<file path="src/inc/pmsc_pkg.sv">
/*
 per-port crossover and special control register: offsets, fields, modes.
 assumes one 16-bit register reached over a plain address/strobe port.
*/
package pmsc_pkg;
    localparam int          ADDR_W          = 5;
    localparam int          DATA_W          = 16;
    localparam logic [4:0]  CTRL_IDX        = 5'h1b;
    localparam int          BIT_SRC_SEL     = 15;
    localparam int          BIT_AUTO_EN     = 14;
    localparam int          BIT_MAN_STATE   = 13;
    localparam int          BIT_HB_DIS      = 11;
    localparam int          BIT_PLL_LOCK    = 10;
    localparam int          BIT_POL_REV     = 4;
    localparam logic [15:0] WRITE_MASK      = 16'hec00;
    localparam logic [15:0] RESET_VALUE     = 16'h0000;

    typedef enum logic [1:0] {
        PMSC_MDI,
        PMSC_MDIX,
        PMSC_AUTO
    } pmsc_mode_t;

    typedef struct packed {
        logic       src_sel;
        logic       auto_en;
        logic       man_state;
        logic       hb_dis;
        logic       pll_lock;
    } pmsc_ctrl_t;

    typedef struct packed {
        pmsc_mode_t mode;
        logic       heartbeat_test_en;
        logic       rx_pll_ref_lock;
        logic       reserved_combo;
    } pmsc_out_t;
endpackage

</file>
<file path="src/logic/pmsc_ctrl.sv">
/*
 crossover and special control register for one PHY port.

 register word at index 0x1b:
   bit 15      crossover source select, 0 straps, 1 register bits
   bit 14      automatic crossover enable, used when source select is 1
   bit 13      manual crossover state, used when source select is 1
   bit 12      reserved, reads zero
   bit 11      heartbeat test disable
   bit 10      receive pll reference lock
   bits 9:5    reserved, read zero
   bit 4       10BASE-T polarity reversed, read only
   bits 3:0    reserved, read zero

 crossover mode out: 0 no crossover, 1 crossover, 2 automatic.
 enable and state both 1 is not a legal setting; it decodes as
 automatic and, when source select is 1, raises the reserved flag on the control outputs.

 timing: a write lands at the strobe edge and reaches the control
 outputs one edge later; read data stand in the cycle after the
 read strobe only and are zero otherwise.
 port reset with the basic reset bit set clears the control bits
 and wins over a write in the same cycle.

 assumes the crossover straps are asynchronous pins held steady
 around chip reset; port reset, basic reset bit and polarity come
 from logic on the same clock; the bus master never waits.
*/
`timescale 1ns/1ps
module pmsc_ctrl (
    input  wire logic                       clk_i,
    input  wire logic                       sys_rst_i,
    input  wire logic [pmsc_pkg::ADDR_W-1:0] addr_i,
    input  wire logic [pmsc_pkg::DATA_W-1:0] wdata_i,
    input  wire logic                       wr_i,
    input  wire logic                       rd_i,
    output logic      [pmsc_pkg::DATA_W-1:0] rdata_o,
    input  wire logic                       auto_strap_i,
    input  wire logic                       manual_strap_i,
    input  wire logic                       port_reset_i,
    input  wire logic                       basic_reset_bit_i,
    input  wire logic                       polarity_reversed_i,
    output pmsc_pkg::pmsc_out_t             ctrl_o
);
    import pmsc_pkg::*;

    // counts and field slots in the packed control struct, lsb first
    localparam int   CTRL_N     = $bits(pmsc_ctrl_t);
    localparam int   STRAP_N    = 2;
    localparam int   STRAP_MAN  = 0;
    localparam int   STRAP_AUTO = 1;
    localparam int   FLD_LOCK   = 0;
    localparam int   FLD_HB     = 1;
    localparam int   FLD_MAN    = 2;
    localparam int   FLD_AUTO   = 3;
    localparam int   FLD_SRC    = 4;

    // output reset values follow the register reset value
    localparam logic HB_DIS_RST = RESET_VALUE[BIT_HB_DIS];
    localparam logic LOCK_RST   = RESET_VALUE[BIT_PLL_LOCK];
    localparam logic COMBO_RST  = 1'b0;
    // bits that read back
    localparam logic [DATA_W-1:0] READ_MASK =
        WRITE_MASK | ({{(DATA_W-1){1'b0}}, 1'b1} << BIT_POL_REV);

    // register bit position of each stored control field
    function automatic int field_pos(input int k);
        int pos;
        pos = BIT_SRC_SEL;
        case (k)
            FLD_LOCK: begin
                pos = BIT_PLL_LOCK;
            end
            FLD_HB: begin
                pos = BIT_HB_DIS;
            end
            FLD_MAN: begin
                pos = BIT_MAN_STATE;
            end
            FLD_AUTO: begin
                pos = BIT_AUTO_EN;
            end
            FLD_SRC: begin
                pos = BIT_SRC_SEL;
            end
            default: begin
                pos = BIT_SRC_SEL;
            end
        endcase
        return pos;
    endfunction

    // strap pins and their synchroniser
    logic [STRAP_N-1:0]    strap_pin;
    logic [STRAP_N-1:0]    strap_meta;
    logic [STRAP_N-1:0]    strap_sync;
    logic [STRAP_N-1:0]    strap_held;
    logic                  auto_strap;
    logic                  manual_strap;

    // register storage and read view
    logic [CTRL_N-1:0]     ctrl_bits;
    logic [CTRL_N-1:0]     next_ctrl_bits;
    pmsc_ctrl_t            ctrl;
    logic [DATA_W-1:0]     wmask;
    logic [DATA_W-1:0]     field_word [CTRL_N];
    logic [DATA_W-1:0]     view_acc [CTRL_N+1];
    logic [DATA_W-1:0]     pol_word;
    logic [DATA_W-1:0]     reg_view;

    // bus decode
    logic                  hit;
    logic                  wr_hit;
    logic                  rd_hit;
    logic                  soft_rst;
    logic                  clr_ctrl;
    logic [DATA_W-1:0]     next_rdata;

    // field views
    logic                  reg_src_sel;
    logic                  reg_auto_en;
    logic                  reg_man_state;
    logic                  reg_hb_dis;
    logic                  reg_pll_lock;

    // mode decode
    pmsc_mode_t            reg_manual;
    pmsc_mode_t            reg_mode;
    pmsc_mode_t            strap_manual;
    pmsc_mode_t            strap_mode;
    pmsc_mode_t            mode;

    // output next values
    pmsc_mode_t            next_mode;
    logic                  next_hb_en;
    logic                  next_lock;
    logic                  next_combo;

    // output flops
    pmsc_mode_t            out_mode;
    logic                  out_hb_en;
    logic                  out_lock;
    logic                  out_combo;

    // chip straps
    assign strap_pin[STRAP_AUTO] = auto_strap_i;
    assign strap_pin[STRAP_MAN]  = manual_strap_i;

    // straps are pins: two flops before any logic reads them
    generate
        for (genvar s = 0; s < STRAP_N; s++) begin : g_strap
            always_ff @(posedge clk_i) begin
                strap_meta[s] <= strap_pin[s];
            end

            always_ff @(posedge clk_i) begin
                strap_sync[s] <= strap_meta[s];
            end

            // held at the value seen as chip reset lets go
            always_ff @(posedge clk_i) begin
                if (sys_rst_i) begin
                    strap_held[s] <= strap_sync[s];
                end
            end
        end
    endgenerate

    assign auto_strap   = strap_held[STRAP_AUTO];
    assign manual_strap = strap_held[STRAP_MAN];

    // write path
    assign hit      = (addr_i == CTRL_IDX);
    assign wr_hit   = wr_i & hit;
    assign rd_hit   = rd_i & hit;

    assign soft_rst = port_reset_i & basic_reset_bit_i;
    assign clr_ctrl = sys_rst_i | soft_rst;

    assign wmask    = wdata_i & WRITE_MASK;

    generate
        for (genvar k = 0; k < CTRL_N; k++) begin : g_field
            assign next_ctrl_bits[k] = wr_hit ? wmask[field_pos(k)] : ctrl_bits[k];

            // soft reset beats a write in the same cycle
            always_ff @(posedge clk_i) begin
                if (clr_ctrl) begin
                    ctrl_bits[k] <= RESET_VALUE[field_pos(k)];
                end else begin
                    ctrl_bits[k] <= next_ctrl_bits[k];
                end
            end

            // place the stored bit at its register position
            assign field_word[k] = {{(DATA_W-1){1'b0}}, ctrl_bits[k]} << field_pos(k);
            assign view_acc[k+1] = view_acc[k] | field_word[k];
        end
    endgenerate

    assign ctrl          = ctrl_bits;
    assign reg_src_sel   = ctrl.src_sel;
    assign reg_auto_en   = ctrl.auto_en;
    assign reg_man_state = ctrl.man_state;
    assign reg_hb_dis    = ctrl.hb_dis;
    assign reg_pll_lock  = ctrl.pll_lock;

    // read path
    // polarity readback
    assign pol_word    = {{(DATA_W-1){1'b0}}, polarity_reversed_i} << BIT_POL_REV;
    assign view_acc[0] = pol_word;
    assign reg_view    = view_acc[CTRL_N] & READ_MASK;

    // idle read data is zero
    assign next_rdata = rd_hit ? reg_view : '0;

    // read data stands one cycle after the strobe
    always_ff @(posedge clk_i) begin
        if (sys_rst_i) begin
            rdata_o <= '0;
        end else begin
            rdata_o <= next_rdata;
        end
    end

    // crossover mode
    // register decode, manual half
    assign reg_manual   = reg_man_state ? PMSC_MDIX : PMSC_MDI;
    assign reg_mode     = reg_auto_en ? PMSC_AUTO : reg_manual;

    assign strap_manual = manual_strap ? PMSC_MDIX : PMSC_MDI;
    assign strap_mode   = auto_strap ? PMSC_AUTO : strap_manual;

    assign mode         = reg_src_sel ? reg_mode : strap_mode;

    // control outputs
    assign next_mode  = mode;
    // heartbeat runs while disable is clear
    assign next_hb_en = ~reg_hb_dis;
    assign next_lock  = reg_pll_lock;
    assign next_combo = reg_src_sel & reg_auto_en & reg_man_state;

    // crossover mode flop
    always_ff @(posedge clk_i) begin
        if (sys_rst_i) begin
            out_mode <= PMSC_MDI;
        end else begin
            out_mode <= next_mode;
        end
    end

    // heartbeat enable flop
    always_ff @(posedge clk_i) begin
        if (sys_rst_i) begin
            out_hb_en <= ~HB_DIS_RST;
        end else begin
            out_hb_en <= next_hb_en;
        end
    end

    // pll lock flop
    always_ff @(posedge clk_i) begin
        if (sys_rst_i) begin
            out_lock <= LOCK_RST;
        end else begin
            out_lock <= next_lock;
        end
    end

    // reserved pair flop
    always_ff @(posedge clk_i) begin
        if (sys_rst_i) begin
            out_combo <= COMBO_RST;
        end else begin
            out_combo <= next_combo;
        end
    end

    // data outputs come straight from flops
    assign ctrl_o.mode              = out_mode;
    assign ctrl_o.heartbeat_test_en = out_hb_en;
    assign ctrl_o.rx_pll_ref_lock   = out_lock;
    assign ctrl_o.reserved_combo    = out_combo;
endmodule

</file>
<file path="config.mk">
export PLATFORM = sky130hd
export DESIGN_NAME = pmsc_ctrl
export DESIGN_NICKNAME = d
export VERILOG_FILES = /design/src/inc/pmsc_pkg.sv /design/src/logic/pmsc_ctrl.sv
export SDC_FILE = /design/constraint.sdc
export NUM_CORES = 1
export LEC_CHECK = 0
export BUFFER_PORTS_ARGS = -buffer_cell sky130_fd_sc_hd__buf_2
export CAP_MARGIN = 20
export CORE_MARGIN = 8
export CORE_UTILIZATION = 43
export DETAILED_ROUTE_END_ITERATION = 7
export HOLD_SLACK_MARGIN = 0.05
export MAX_ROUTING_LAYER = met4
export PLACE_DENSITY = 0.9
export REMOVE_ABC_BUFFERS = 1
export SLEW_MARGIN = 20
export SYNTH_ARGS = -nofsm -noshare
export SYNTH_HDL_FRONTEND = slang
export SYNTH_SLANG_ARGS = --single-unit
</file>
<file path="constraint.sdc">
create_clock -name clk_i -period 2.76 [get_ports clk_i]
set_clock_uncertainty 0.15 [all_clocks]
set_input_delay 0.276 -clock clk_i [delete_from_list [all_inputs] [get_ports clk_i]]
set_output_delay 0.276 -clock clk_i [all_outputs]
set_load 0.02 [all_outputs]
</file>
### After elaboration in Yosys (flattened, before gate mapping)

Index checks and enable logic that the tools add are counted.

| word-level totals | value |
|---|---|
| bits in registers | 32 |
| output and inout bits | 21 |
| input port bits | 30 |
| word-level logic and storage cells | 37 |

| cells by class | value |
|---|---|
| eq/ne operators | 1 |
| muxes and demuxes | 5 |
| bitwise logic cells | 13 |
| reduce and logical (&&, ||, !) cells | 1 |

Operators with widths:

| operator | count |
|---|---|
| $or A15 B16 Y16 | 1 |
| $or A14 B15 Y15 | 1 |
| $or A12 B14 Y14 | 1 |
| $or A11 B12 Y12 | 1 |
| $or A5 B11 Y11 | 1 |
| $mux W2 | 3 |
| $and A1 B1 Y1 | 5 |
| $eq A5 B5 Y1 const B | 1 |
| $mux W1 | 2 |
| $not A1 Y1 | 2 |
| $reduce_or A2 Y1 | 1 |
| $or A1 B1 Y1 | 1 |

### Longest topological paths before layout

Gate-level depths: netlist (run 1).

| logic depth | value |
|---|---|
| word-level depth | 5 |
| gate-level depth with buffers | 4 |
| depth with buffers taken out | 3 |

### Worst setup path after synthesis (run 1)

OpenSTA, ideal clock, no wires.

| path | value |
|---|---|
| path type | input port to flip-flop |
| start | input addr_i[1] in the netlist's numbering |
| end | register rdata_o[10] in the netlist's numbering |
| arrival | 914 ps |
| library setup time | 115 ps |
| data required time | 2495 ps |
| slack | 1581 ps |
| buffers on the path | 1 |
| stages | 4 |
| cells stage by stage | and4b_1 > buf_4 > and4b_4 > and2_1 |

| on the way | value |
|---|---|
| word-level cells in the longest chain between the ends | 4 |

Ends and longest elaborated chain:

| item | RTL line | RTL |
|---|---|---|
| start, declared | pmsc_ctrl.sv:33 | `input wire logic [pmsc_pkg::ADDR_W-1:0] addr_i,` |
| $eq A5 B5 Y1 | pmsc_ctrl.sv:173 | `assign hit = (addr_i == CTRL_IDX);` |
| $and A1 B1 Y1 | pmsc_ctrl.sv:175 | `assign rd_hit = rd_i & hit;` |
| $not A1 Y1 (no source line) | - |  |
| $reduce_or A2 Y1 (no source line) | - |  |
| end signal, assigned | pmsc_ctrl.sv:222 | `rdata_o <= next_rdata;` |
| end, declared | pmsc_ctrl.sv:37 | `output logic [pmsc_pkg::DATA_W-1:0] rdata_o,` |

Every way passes these cells.
A chain may end at the register's enable or synchronous reset.

### Worst setup path after layout (run 1)

| path | value |
|---|---|
| start | register rdata_o[4] in the netlist's numbering |
| end | output rdata_o[4] in the netlist's numbering |

No word-level cell between the ends.

==> results.md, run 1 <==
* Run status: finished, final reports clean
* CP Data Required Time at 2.33 ns
* Core ar. at 1750 µm²
* Clock H-tree levels at 1
* Floorplan die width at 59.1 µm
* Filler Cells Inserted at 166
* Initial antenna violation count at 0
* Combinational share of power at 0.086
* Fraction of layout cells with a size suffix above 1 at 0.327
* Number of distinct library cells after synthesis at 18
* Leading cell type in the layout, fill and taps excluded: sky130_fd_sc_hd__buf_2
* Fraction of the mapped netlist area in compound gates at 0.0972
* Number of setup buffers added after CTS at 0
* Area share of xor/xnor cells in the synthesized design at 0
* Net Sw Power at 0.113 mW
* Portion of the clock cycle consumed by the worst path in the final layout at 0.438
* Met1 usage in global routing at 0.0859
* WL per Instance at 11.9 µm
* Maximum clock insertion buffer count at 2
* Cell area after synthesis at 798 µm²
* Internal cell power at 0.399 mW
* Highest net fanout along the worst path at 1
* Number of clock sinks at 22
* Proportion of synthesized area in mux cells at 0
* Num CTS Buffers at 3
* Max-slew violation count at 0
* Via count of the routed design at 572
* Highest-count cells in the layout ignoring fill and taps: 29 x sky130_fd_sc_hd__buf_2, 20 x sky130_fd_sc_hd__dfxtp_1, 10 x sky130_fd_sc_hd__conb_1
* Met3 Use GR at 0.0499
* Clock transition at the register clock pins on the worst setup and hold paths after CTS at 0.10 ns
* Data arrival time of the critical path at 0.78 ns
* EDFF count, synth at 2
* Via-to-Cell Ratio at 4.43
* Sequential area share after synthesis at 0.577
* Count of hold buffers inserted by post-cts repair at 3
* DIE HEIGHT at 59.1 µm
* Combinational family with the most area after synthesis: simple AND/OR/NAND/NOR gates
* Count of input and output buffers at 29
* Grt peak-use layer: met2
* Post-Synth Simple-Gate Area at 0.190
* Antenna Nets Post-Route at 0
* Ys async rst share at 0
* Internal reg-to-reg setup slack at 1.56 ns
* Final routed DRC violation total at 0
* Syn avg cell area at 10.9 µm²
* Detailed Route WL at 1530 µm
* Final count of negative-setup-slack endpoints at 0
* Post-route setup slack at 1.55 ns
* Startpoint of the worst-slack reg-to-reg timing path: auto_strap
* Full die area at 3490 µm²
* Period minus WS final at 1.21 ns
* Unrepaired setup endpoints after global routing: false
* Clock latency on the worst-skew pair at 0.30 ns
* Number of instances on the worst hold path at 3
* Adder-Cell Fraction of Synth Area at 0
* Remaining global-route overflow at 0
* First-pass DRT Iterations at 2
* Power per cell area at 534 nW/µm²
* Cell depth of the worst setup path at 1
* Sink of the worst hold path: reg_man_state
* Post-Place Cell Area at 903 µm²
* End of the worst register-to-register path: out_mode[0]
* Critical Path Source Type: flop
* Leak pwr at 0.430 nW
* Footprint of the flip-flops and latches at 460 µm²
* Highest Clock Rate at 0.828 GHz
* Violation count after the first detailed-route iteration at 8
* Clock Power Share at 0.269
* Category of cells accounting for the largest share of critical-path delay: flip-flops
* Total inserted antenna cells at 0
* Number of synthesis warnings at 0
* Layout net count at 135
* Crit path buf inv count at 1
* CP endpoint kind: output port
* Switching portion of total power at 0.222
* Slowest library cell on the worst path: sky130_fd_sc_hd__dfxtp_1
* Cell chosen for the clock root: sky130_fd_sc_hd__clkbuf_4
* Largest stage delay on the critical path at 0.33 ns
* I/O Pins at 51
* Post-route standard cell area excluding fillers at 960 µm²
* Max-cap check violation count at 0
* Met2 track demand over resource at 0.140
* Launch point of the worst hold path: wdata_i[13]
* Setup tns final at 0 ns
* Area taken by multi-input logic gates at 267 µm²
* Final hold violations at 0
* Largest net degree at the start of global routing at 13
* #FFs+latches synth at 22
* Placement Rows at 15
* Category of the critical setup timing path: reg -> out
* Pre-CTS worst setup slack at 1.40 ns
* HPWL Detailed at 1220 µm
* Wire length of the first global-routing pass at 2280 µm
* Portion of total power attributed to sequential cells at 0.645
* Hold/Removal Path Class: in -> reg
* Initial cell density of the core at 0.457
* Critical path, cell by cell: buf_2
* RePlAce Congestion at 0.746
* Clock tree from TritonCTS: done
* Worst ir drop on vdd at 0.309 mV
* Gates resized, CTS repair at 0
* Relative area change from synthesis to final layout at 20.2%
* Worst reg-to-reg path cell count at 2
* Via count of the first global-routing pass at 563
* Overall global routing resource usage at 0.0896
* Top FF cell, synth: sky130_fd_sc_hd__dfxtp_1
* Gate count of the mapped netlist at 73
final cells by class:
type,instances,share of cell area
well taps,25,0.0326
flip-flops and latches,22,0.480
clock buffers,3,0.0235
clock inverters,1,0.00391
repair buffers,32,0.183
multi-input cells,46,0.278
state kept, by name, indices dropped and copies added, names as in the netlist, 2 cells and up:
register / flops
out_mode: 2
rdata_o: 6
strap_meta: 2
strap_sync: 2
through the flow:
step / instances / utilization / hold slack, ns / power, mW
floorplan: 68 / - / 0.154 / 0.359
finish: 129 / 0.550 / 0.0786 / 0.512
global placement: 122 / 0.518 / 0.161 / 0.377
CTS: 129 / 0.550 / 0.0691 / 0.519
global route: 129 / 0.550 / 0.0692 / 0.537
detailed placement: 122 / 0.518 / 0.163 / 0.378
power by group through the flow:
stage / logic [mW] / clock network, mW / registers (mW)
4_1_cts: 0.0436 / 0.145 / 0.330
3_5_place_dp: 0.0401 / 0 / 0.338
5_1_grt: 0.0480 / 0.158 / 0.331
2_1_floorplan: 0.0199 / 0 / 0.339
6_report: 0.0443 / 0.138 / 0.330
3_3_place_gp: 0.0393 / 0 / 0.337
tightest hold or removal path, stage by stage:
cell                       delay (ns)
sky130_fd_sc_hd__buf_2           0.10
sky130_fd_sc_hd__nand3_1         0.05
sky130_fd_sc_hd__a21boi_0        0.06
worst max path at each step:
| stage | end | slack, ns | start |
|---|---|---|---|
| floorplan | rdata_o[15] | 1.59 | addr_i[2] |
| global placement | rdata_o[15] | 1.40 | addr_i[2] |
| detailed placement | rdata_o[4] | 1.40 | addr_i[2] |
| CTS | rdata_o[11] | 1.53 | rdata_o[11] |
| global route | rdata_o[4] | 1.49 | rdata_o[4] |
| finish | rdata_o[4] | 1.55 | rdata_o[4] |
Yosys cell counts, drive strengths merged (2+ instances only):
library cell | instances | area, µm²
a21boi | 5 | 37.5
a21oi | 3 | 15.0
and2 | 7 | 43.8
and4b | 2 | 23.8
buf | 14 | 105
dfxtp | 20 | 400
edfxtp | 2 | 60.1
nand2 | 2 | 7.51
nand2b | 2 | 12.5
nand3 | 5 | 25.0
o21ai | 5 | 25.0
logic make-up after synthesis:
group	Yosys count
other cells	1
buf+inv	14
compound gates	13
flops	22
simple gates	23
routing by layer:
metal	vias up	share of wire	wire (µm)
met1	253	0.41	630
li1	287	-	-
met5	-	0	0
met4	0	0.015	23
met2	30	0.45	684
met3	2	0.12	190
Power figures use the tool's default switching activity.
==> inputs of run 2 (changes only) <==
- ABC_AREA: default -> 1
- CORE_UTILIZATION: 43 -> 37
- PLACE_DENSITY: 0.9 -> 0.82
- clock period: 2.76 -> 1 ns (I/O delays scaled with it)
==> run 2 against run 1 <==
The run now ends with negative hold slack, negative setup slack left. Synthesized cell count grew 30%. Synthesized area up 6.0%. Non-clock buffer count is 10 higher. Flip-flop and latch count unchanged. Worst setup slack worse by 1.6 ns. Design area up 28%. Hold slack got worse by 0.093 ns. Global-route usage up 0.50 points. Combinational power grew to 4.2 times the previous value. Power grew to 3.2 times the previous value. Largest power group unchanged.
==> results.md, run 2 <==
* Run status: finished with violations
* Violated checks: negative hold slack, negative setup slack
* Count of input and output buffers at 29
* Ys async rst share at 0
* Worst setup path endpoint: rdata_o[10]
* Leak pwr at 0.598 nW
* Number of clock sinks at 22
* Power per cell area at 1350 nW/µm²
* Final standard cell utilization of the core at 0.561
* Num CTS Buffers at 3
* Post-Place Cell Area at 970 µm²
* Number of synthesis warnings at 0
* Leading post-synthesis cells by cell area: sky130_fd_sc_hd__dfxtp_1 47%, sky130_fd_sc_hd__buf_4 12%, sky130_fd_sc_hd__inv_1 7.5%, sky130_fd_sc_hd__edfxtp_1 7.1%, sky130_fd_sc_hd__nand2_1 6.2%
* Highest net fanout along the worst path at 1
* Via count of the routed design at 681
* Period minus WS final at 1.01 ns
* Layout net count at 168
* Setup crit start: rdata_o[10]
* Clock transition at the register clock pins on the worst setup and hold paths after CTS at 0.12 ns
* Portion of the clock cycle consumed by the worst path in the final layout at 1.01
* Cell types with the highest counts after synthesis: 20 x sky130_fd_sc_hd__dfxtp_1, 17 x sky130_fd_sc_hd__inv_1, 14 x sky130_fd_sc_hd__nand2_1
* Antenna Nets Post-Route at 0
* Gate count of the mapped netlist at 95
* Unrepaired setup endpoints after global routing: true
* HPWL Detailed at 1280 µm
* Number of flip-flops in the largest register at 6
* Violation count after the first detailed-route iteration at 18
* Clock tree from TritonCTS: done
* Clock H-tree levels at 1
* Initial antenna violation count at 0
* Library cell with the highest instance count after synthesis: sky130_fd_sc_hd__dfxtp_1
* CP endpoint kind: output port
* Total inserted antenna cells at 0
* Critical path, cell by cell: buf_6
* CP Data Required Time at 0.75 ns
* Worst reg-to-reg path cell count at 3
* #FFs+latches synth at 22
* Smallest hold slack at -0.0142 ns
* Largest stage delay on the critical path at 0.34 ns
* Category of cells accounting for the largest share of critical-path delay: flip-flops
* Full die area at 4070 µm²
* Remaining global-route overflow at 0
* Sequential area share after synthesis at 0.544
* DP Cell Count at 149
* Cell depth of the worst setup path at 1
* Overall global routing resource usage at 0.0946
* Core ar. at 2190 µm²
* Largest Register: rdata_o
* Final routed DRC violation total at 0
* Hold/Removal Path Class: in -> reg
* Crit path buf inv count at 1
* Floorplan die width at 63.8 µm
* Slowest library cell on the worst path: sky130_fd_sc_hd__dfxtp_2
* First-pass DRT Iterations at 4
* Top FF cell, synth: sky130_fd_sc_hd__dfxtp_1
* Placement Rows at 17
* Final count of negative-setup-slack endpoints at 9
* WL per Instance at 10.8 µm
* Via count of the first global-routing pass at 720
* Cell area after synthesis at 846 µm²
* Count of hold buffers inserted by post-cts repair at 12
* RePlAce Congestion at 0.812
* Cell chosen for the clock root: sky130_fd_sc_hd__clkbuf_4
* Library cell with the largest summed area after synthesis: sky130_fd_sc_hd__dfxtp_1
* Data arrival time of the critical path at 0.76 ns
* Internal reg-to-reg setup slack at 0.12 ns
* Relative area change from synthesis to final layout at 45.3%
* Clock latency on the worst-skew pair at 0.30 ns
* Post-route standard cell area excluding fillers at 1230 µm²
* Final hold violations at 1
* Highest-count cells in the layout ignoring fill and taps: 17 x sky130_fd_sc_hd__inv_1, 17 x sky130_fd_sc_hd__buf_2, 14 x sky130_fd_sc_hd__nand2_1
* Maximum clock insertion buffer count at 2
* DIE HEIGHT at 63.8 µm
* Post-route setup slack at -0.0120 ns
* Syn avg cell area at 8.90 µm²
* Via-to-Cell Ratio at 4.13
* Max-cap check violation count at 0
* EDFF count, synth at 2
* Fraction of layout cells with a size suffix above 1 at 0.365
* Max-slew violation count at 0
* Critical Path Source Type: flop
* Pre-CTS worst setup slack at 0.0510 ns
* Detailed Route WL at 1780 µm
* Number of distinct library cells after synthesis at 18
* Largest net degree at the start of global routing at 14
* Setup tns final at -0.0852 ns
* Worst ir drop on vdd at 1.07 mV
* End of the worst register-to-register path: out_mode[1]
* Number of setup buffers added after CTS at 0
* Wire length of the first global-routing pass at 3060 µm
* Fraction of synthesized cell area taken by the top area cell type at 0.473
* Initial cell density of the core at 0.386
* Startpoint of the worst-slack reg-to-reg timing path: reg_auto_en
* Highest Clock Rate at 0.988 GHz
* Category of the critical setup timing path: reg -> out
* I/O Pins at 51
* Final non-filler cell total at 165
[run 2: cell types whose count changed after synthesis, sizes merged, moves of 3 or more]
cell and change:
nand2 +13, inv +18, o21ai -4, and2 -7
a21boi -5, nand3 -3, nor2 +14, nand4 +6
[run 2: repair_timing]
| action | 4_1_cts | 5_1_grt |
|---|---|---|
| endpoints found under the hold margin | 18 | 6 |
| endpoints found under the setup margin | 11 | 16 |
| gates resized for setup | 33 | 4 |
| gates cloned | 0 | 0 |
[run 2: cell type report]
type,count,area [µm²]
Multi-Input combinational cell,51,254
Sequential cell,22,474
Tap cell,28,35.0
Inverter,18,67.6
Fill cell,185,962
Timing Repair Buffer,42,350
Clock buffer,4,47.5
[run 2: logic make-up after synthesis]
kind of cell    Yosys count  share of synthesized area
simple gates             39                      0.244
buf+inv                  31                      0.195
flops                    22                      0.544
compound gates            2                     0.0118
other cells               1                    0.00443
[run 2: metrics by stage]
stage	hold WS, ns	power, mW
final	-0.0142	1.66
after global routing	-0.0127	1.75
after CTS	-0.00965	1.67
after detailed placement	0.0536	1.07
after global placement	0.0522	1.07
after floorplan	-0.0223	1.01
[run 2: power by group]
part	internal, mW	switching [mW]	total, mW
clock network	0.305	0.257	0.562
registers	0.909	0.00530	0.914
logic	0.0854	0.103	0.188
total	1.30	0.365	1.66
[run 2: worst min path at each step]
stage	from	end	cells past startpoint
5_1_grt	sys_rst_i	out_combo	4
2_1_floorplan	manual_strap_i	strap_meta[0]	0
3_3_place_gp	auto_strap_i	strap_meta[1]	1
3_5_place_dp	manual_strap_i	strap_meta[0]	1
6_report	sys_rst_i	out_combo	4
4_1_cts	sys_rst_i	out_combo	4
[run 2: tightest hold or removal path, cell delays in order]
cell and delay (ns):
sky130_fd_sc_hd__buf_2 0.11, sky130_fd_sc_hd__inv_1 0.08, sky130_fd_sc_hd__nand2_1 0.08, sky130_fd_sc_hd__nor3_1 0.04
[run 2: layer usage]
| layer | wire, µm | up-vias | track usage | part of all wire |
|---|---|---|---|---|
| li1 | - | 347 | - | - |
| met5 | 0 | - | - | 0 |
| met1 | 730 | 279 | 0.0963 | 0.41 |
| met2 | 834 | 45 | 0.154 | 0.47 |
| met4 | 79 | 0 | 0.0446 | 0.044 |
| met3 | 136 | 10 | 0.0401 | 0.076 |
==> inputs of run 3 (changes only) <==
- PLACE_DENSITY: 0.82 -> 0.73
==> run 3 against run 2 <==
The flow finishes with violations (negative setup slack). Critical path depth unchanged. Hold slack better by 0.030 ns. Die area unchanged. Flip-flop and latch count unchanged. Count of clock-buffer cells in the layout unchanged. Combinational power about the same. First-iteration DRC count down 44%. Final cell count down 0.61%. Critical endpoint is now rdata_o[4].
==> results.md, run 3 (synthesis results as in run 2) <==
* Max-slew violation count at 0
* Layout net count at 167
* Unrepaired setup endpoints after global routing: true
* Clock latency on the worst-skew pair at 0.30 ns
* Num CTS Buffers at 3
* Setup tns final at -0.00831 ns
* Remaining global-route overflow at 0
* Cell depth of the worst setup path at 1
* Via count of the routed design at 688
* Clock H-tree levels at 1
* Largest stage delay on the critical path at 0.33 ns
* Hold/Removal Path Class: in -> reg
* Final count of negative-setup-slack endpoints at 5
* Relative area change from synthesis to final layout at 43.6%
* Portion of the clock cycle consumed by the worst path in the final layout at 1.00
* Number of flip-flops in the largest register at 6
* Total inserted antenna cells at 0
* Power per cell area at 1290 nW/µm²
* Largest net degree at the start of global routing at 13
* Maximum clock insertion buffer count at 2
* Fraction of layout cells with a size suffix above 1 at 0.375
* Max-cap check violation count at 0
* HPWL Detailed at 1260 µm
* Highest net fanout along the worst path at 1
* Via-to-Cell Ratio at 4.20
* Via count of the first global-routing pass at 783
* Overall global routing resource usage at 0.0951
* Worst ir drop on vdd at 1.16 mV
* Category of the critical setup timing path: reg -> out
* Period minus WS final at 1.00 ns
* Worst reg-to-reg path cell count at 3
* Largest Register: rdata_o
* Full die area at 4070 µm²
* Data arrival time of the critical path at 0.75 ns
* Clock tree from TritonCTS: done
* CP Data Required Time at 0.75 ns
* Wire length of the first global-routing pass at 3120 µm
* Floorplan die width at 63.8 µm
* Post-layout power at 1.56 mW
* Antenna Nets Post-Route at 0
* Final hold violations at 0
* Clock transition at the register clock pins on the worst setup and hold paths after CTS at 0.11 ns
* CP endpoint kind: output port
* Violation count after the first detailed-route iteration at 10
* Smallest hold slack at 0.0162 ns
* Highest-count cells in the layout ignoring fill and taps: 18 x sky130_fd_sc_hd__buf_2, 17 x sky130_fd_sc_hd__inv_1, 14 x sky130_fd_sc_hd__nand2_1
* Number of instances on the worst hold path at 4
* Initial cell density of the core at 0.386
* I/O Pins at 51
* Critical Path Source Type: flop
* Detailed Route WL at 1810 µm
* Post-route setup slack at -0.00403 ns
* Run status: finished with violations
* Number of setup buffers added after CTS at 0
* Leak pwr at 0.590 nW
* Core ar. at 2190 µm²
* Violated checks: negative setup slack
* Count of hold buffers inserted by post-cts repair at 11
* Number of clock sinks at 22
* DIE HEIGHT at 63.8 µm
* Cell chosen for the clock root: sky130_fd_sc_hd__clkbuf_4
* Count of input and output buffers at 29
* Category of cells accounting for the largest share of critical-path delay: flip-flops
* Slowest library cell on the worst path: sky130_fd_sc_hd__dfxtp_2
* Placement Rows at 17
* Critical path, cell by cell: buf_6
* Initial antenna violation count at 0
* First-pass DRT Iterations at 4
* Crit path buf inv count at 1
* Leading cell type in the layout, fill and taps excluded: sky130_fd_sc_hd__buf_2
* WL per Instance at 11.0 µm
* Highest Clock Rate at 0.996 GHz
* Final routed DRC violation total at 0
* RePlAce Congestion at 0.785
-- run 3: worst paths after layout --
path                                 endpoint           from  slack [ns]
worst min register to register  strap_sync[0]  strap_meta[0]        0.19
worst max-delay path               rdata_o[4]     rdata_o[4]      -0.004
worst min-delay path              rdata_o[13]      addr_i[2]        0.02
worst max register to register    out_mode[1]    reg_auto_en        0.07
-- run 3: repair_timing --
item                       in CTS  in global routing
setup endpoints to repair      11                 18
hold endpoints to repair       18                  6
gates resized for setup        33                  3
-- run 3: routing by layer --
| metal | share of wire | global-route usage | vias up |
|---|---|---|---|
| met1 | 0.39 | 0.0886 | 301 |
| met4 | 0.039 | 0.0418 | 0 |
| met3 | 0.074 | 0.0470 | 10 |
| met5 | 0 | - | - |
| li1 | - | - | 345 |
| met2 | 0.49 | 0.162 | 32 |
-- run 3: per-stage QoR --
stage	utilization	area (µm²)	worst slack (ns)	cells
6_report	0.555	1210	-0.00403	164
3_3_place_gp	0.443	970	0.0431	149
5_1_grt	0.555	1210	-0.0373	164
3_5_place_dp	0.443	970	0.0461	149
4_1_cts	0.547	1200	-0.00864	164
2_1_floorplan	-	782	0.198	91
-- run 3: where the power goes --
group / internal, mW / leakage [nW] / total [mW] / switching [mW]
clock network: 0.222 / 0.0210 / 0.462 / 0.240
registers: 0.909 / 0.187 / 0.914 / 0.00516
logic: 0.0813 / 0.382 / 0.186 / 0.105
total: 1.21 / 0.590 / 1.56 / 0.350
-- run 3: cell type report --
| cell class | instances | area, µm² |
|---|---|---|
| clock buffer | 4 | 36.3 |
| fill | 200 | 976 |
| inverter | 18 | 67.6 |
| multi-input combinational | 51 | 268 |
| sequential | 22 | 474 |
| tap | 28 | 35.0 |
| timing repair buffer | 41 | 334 |
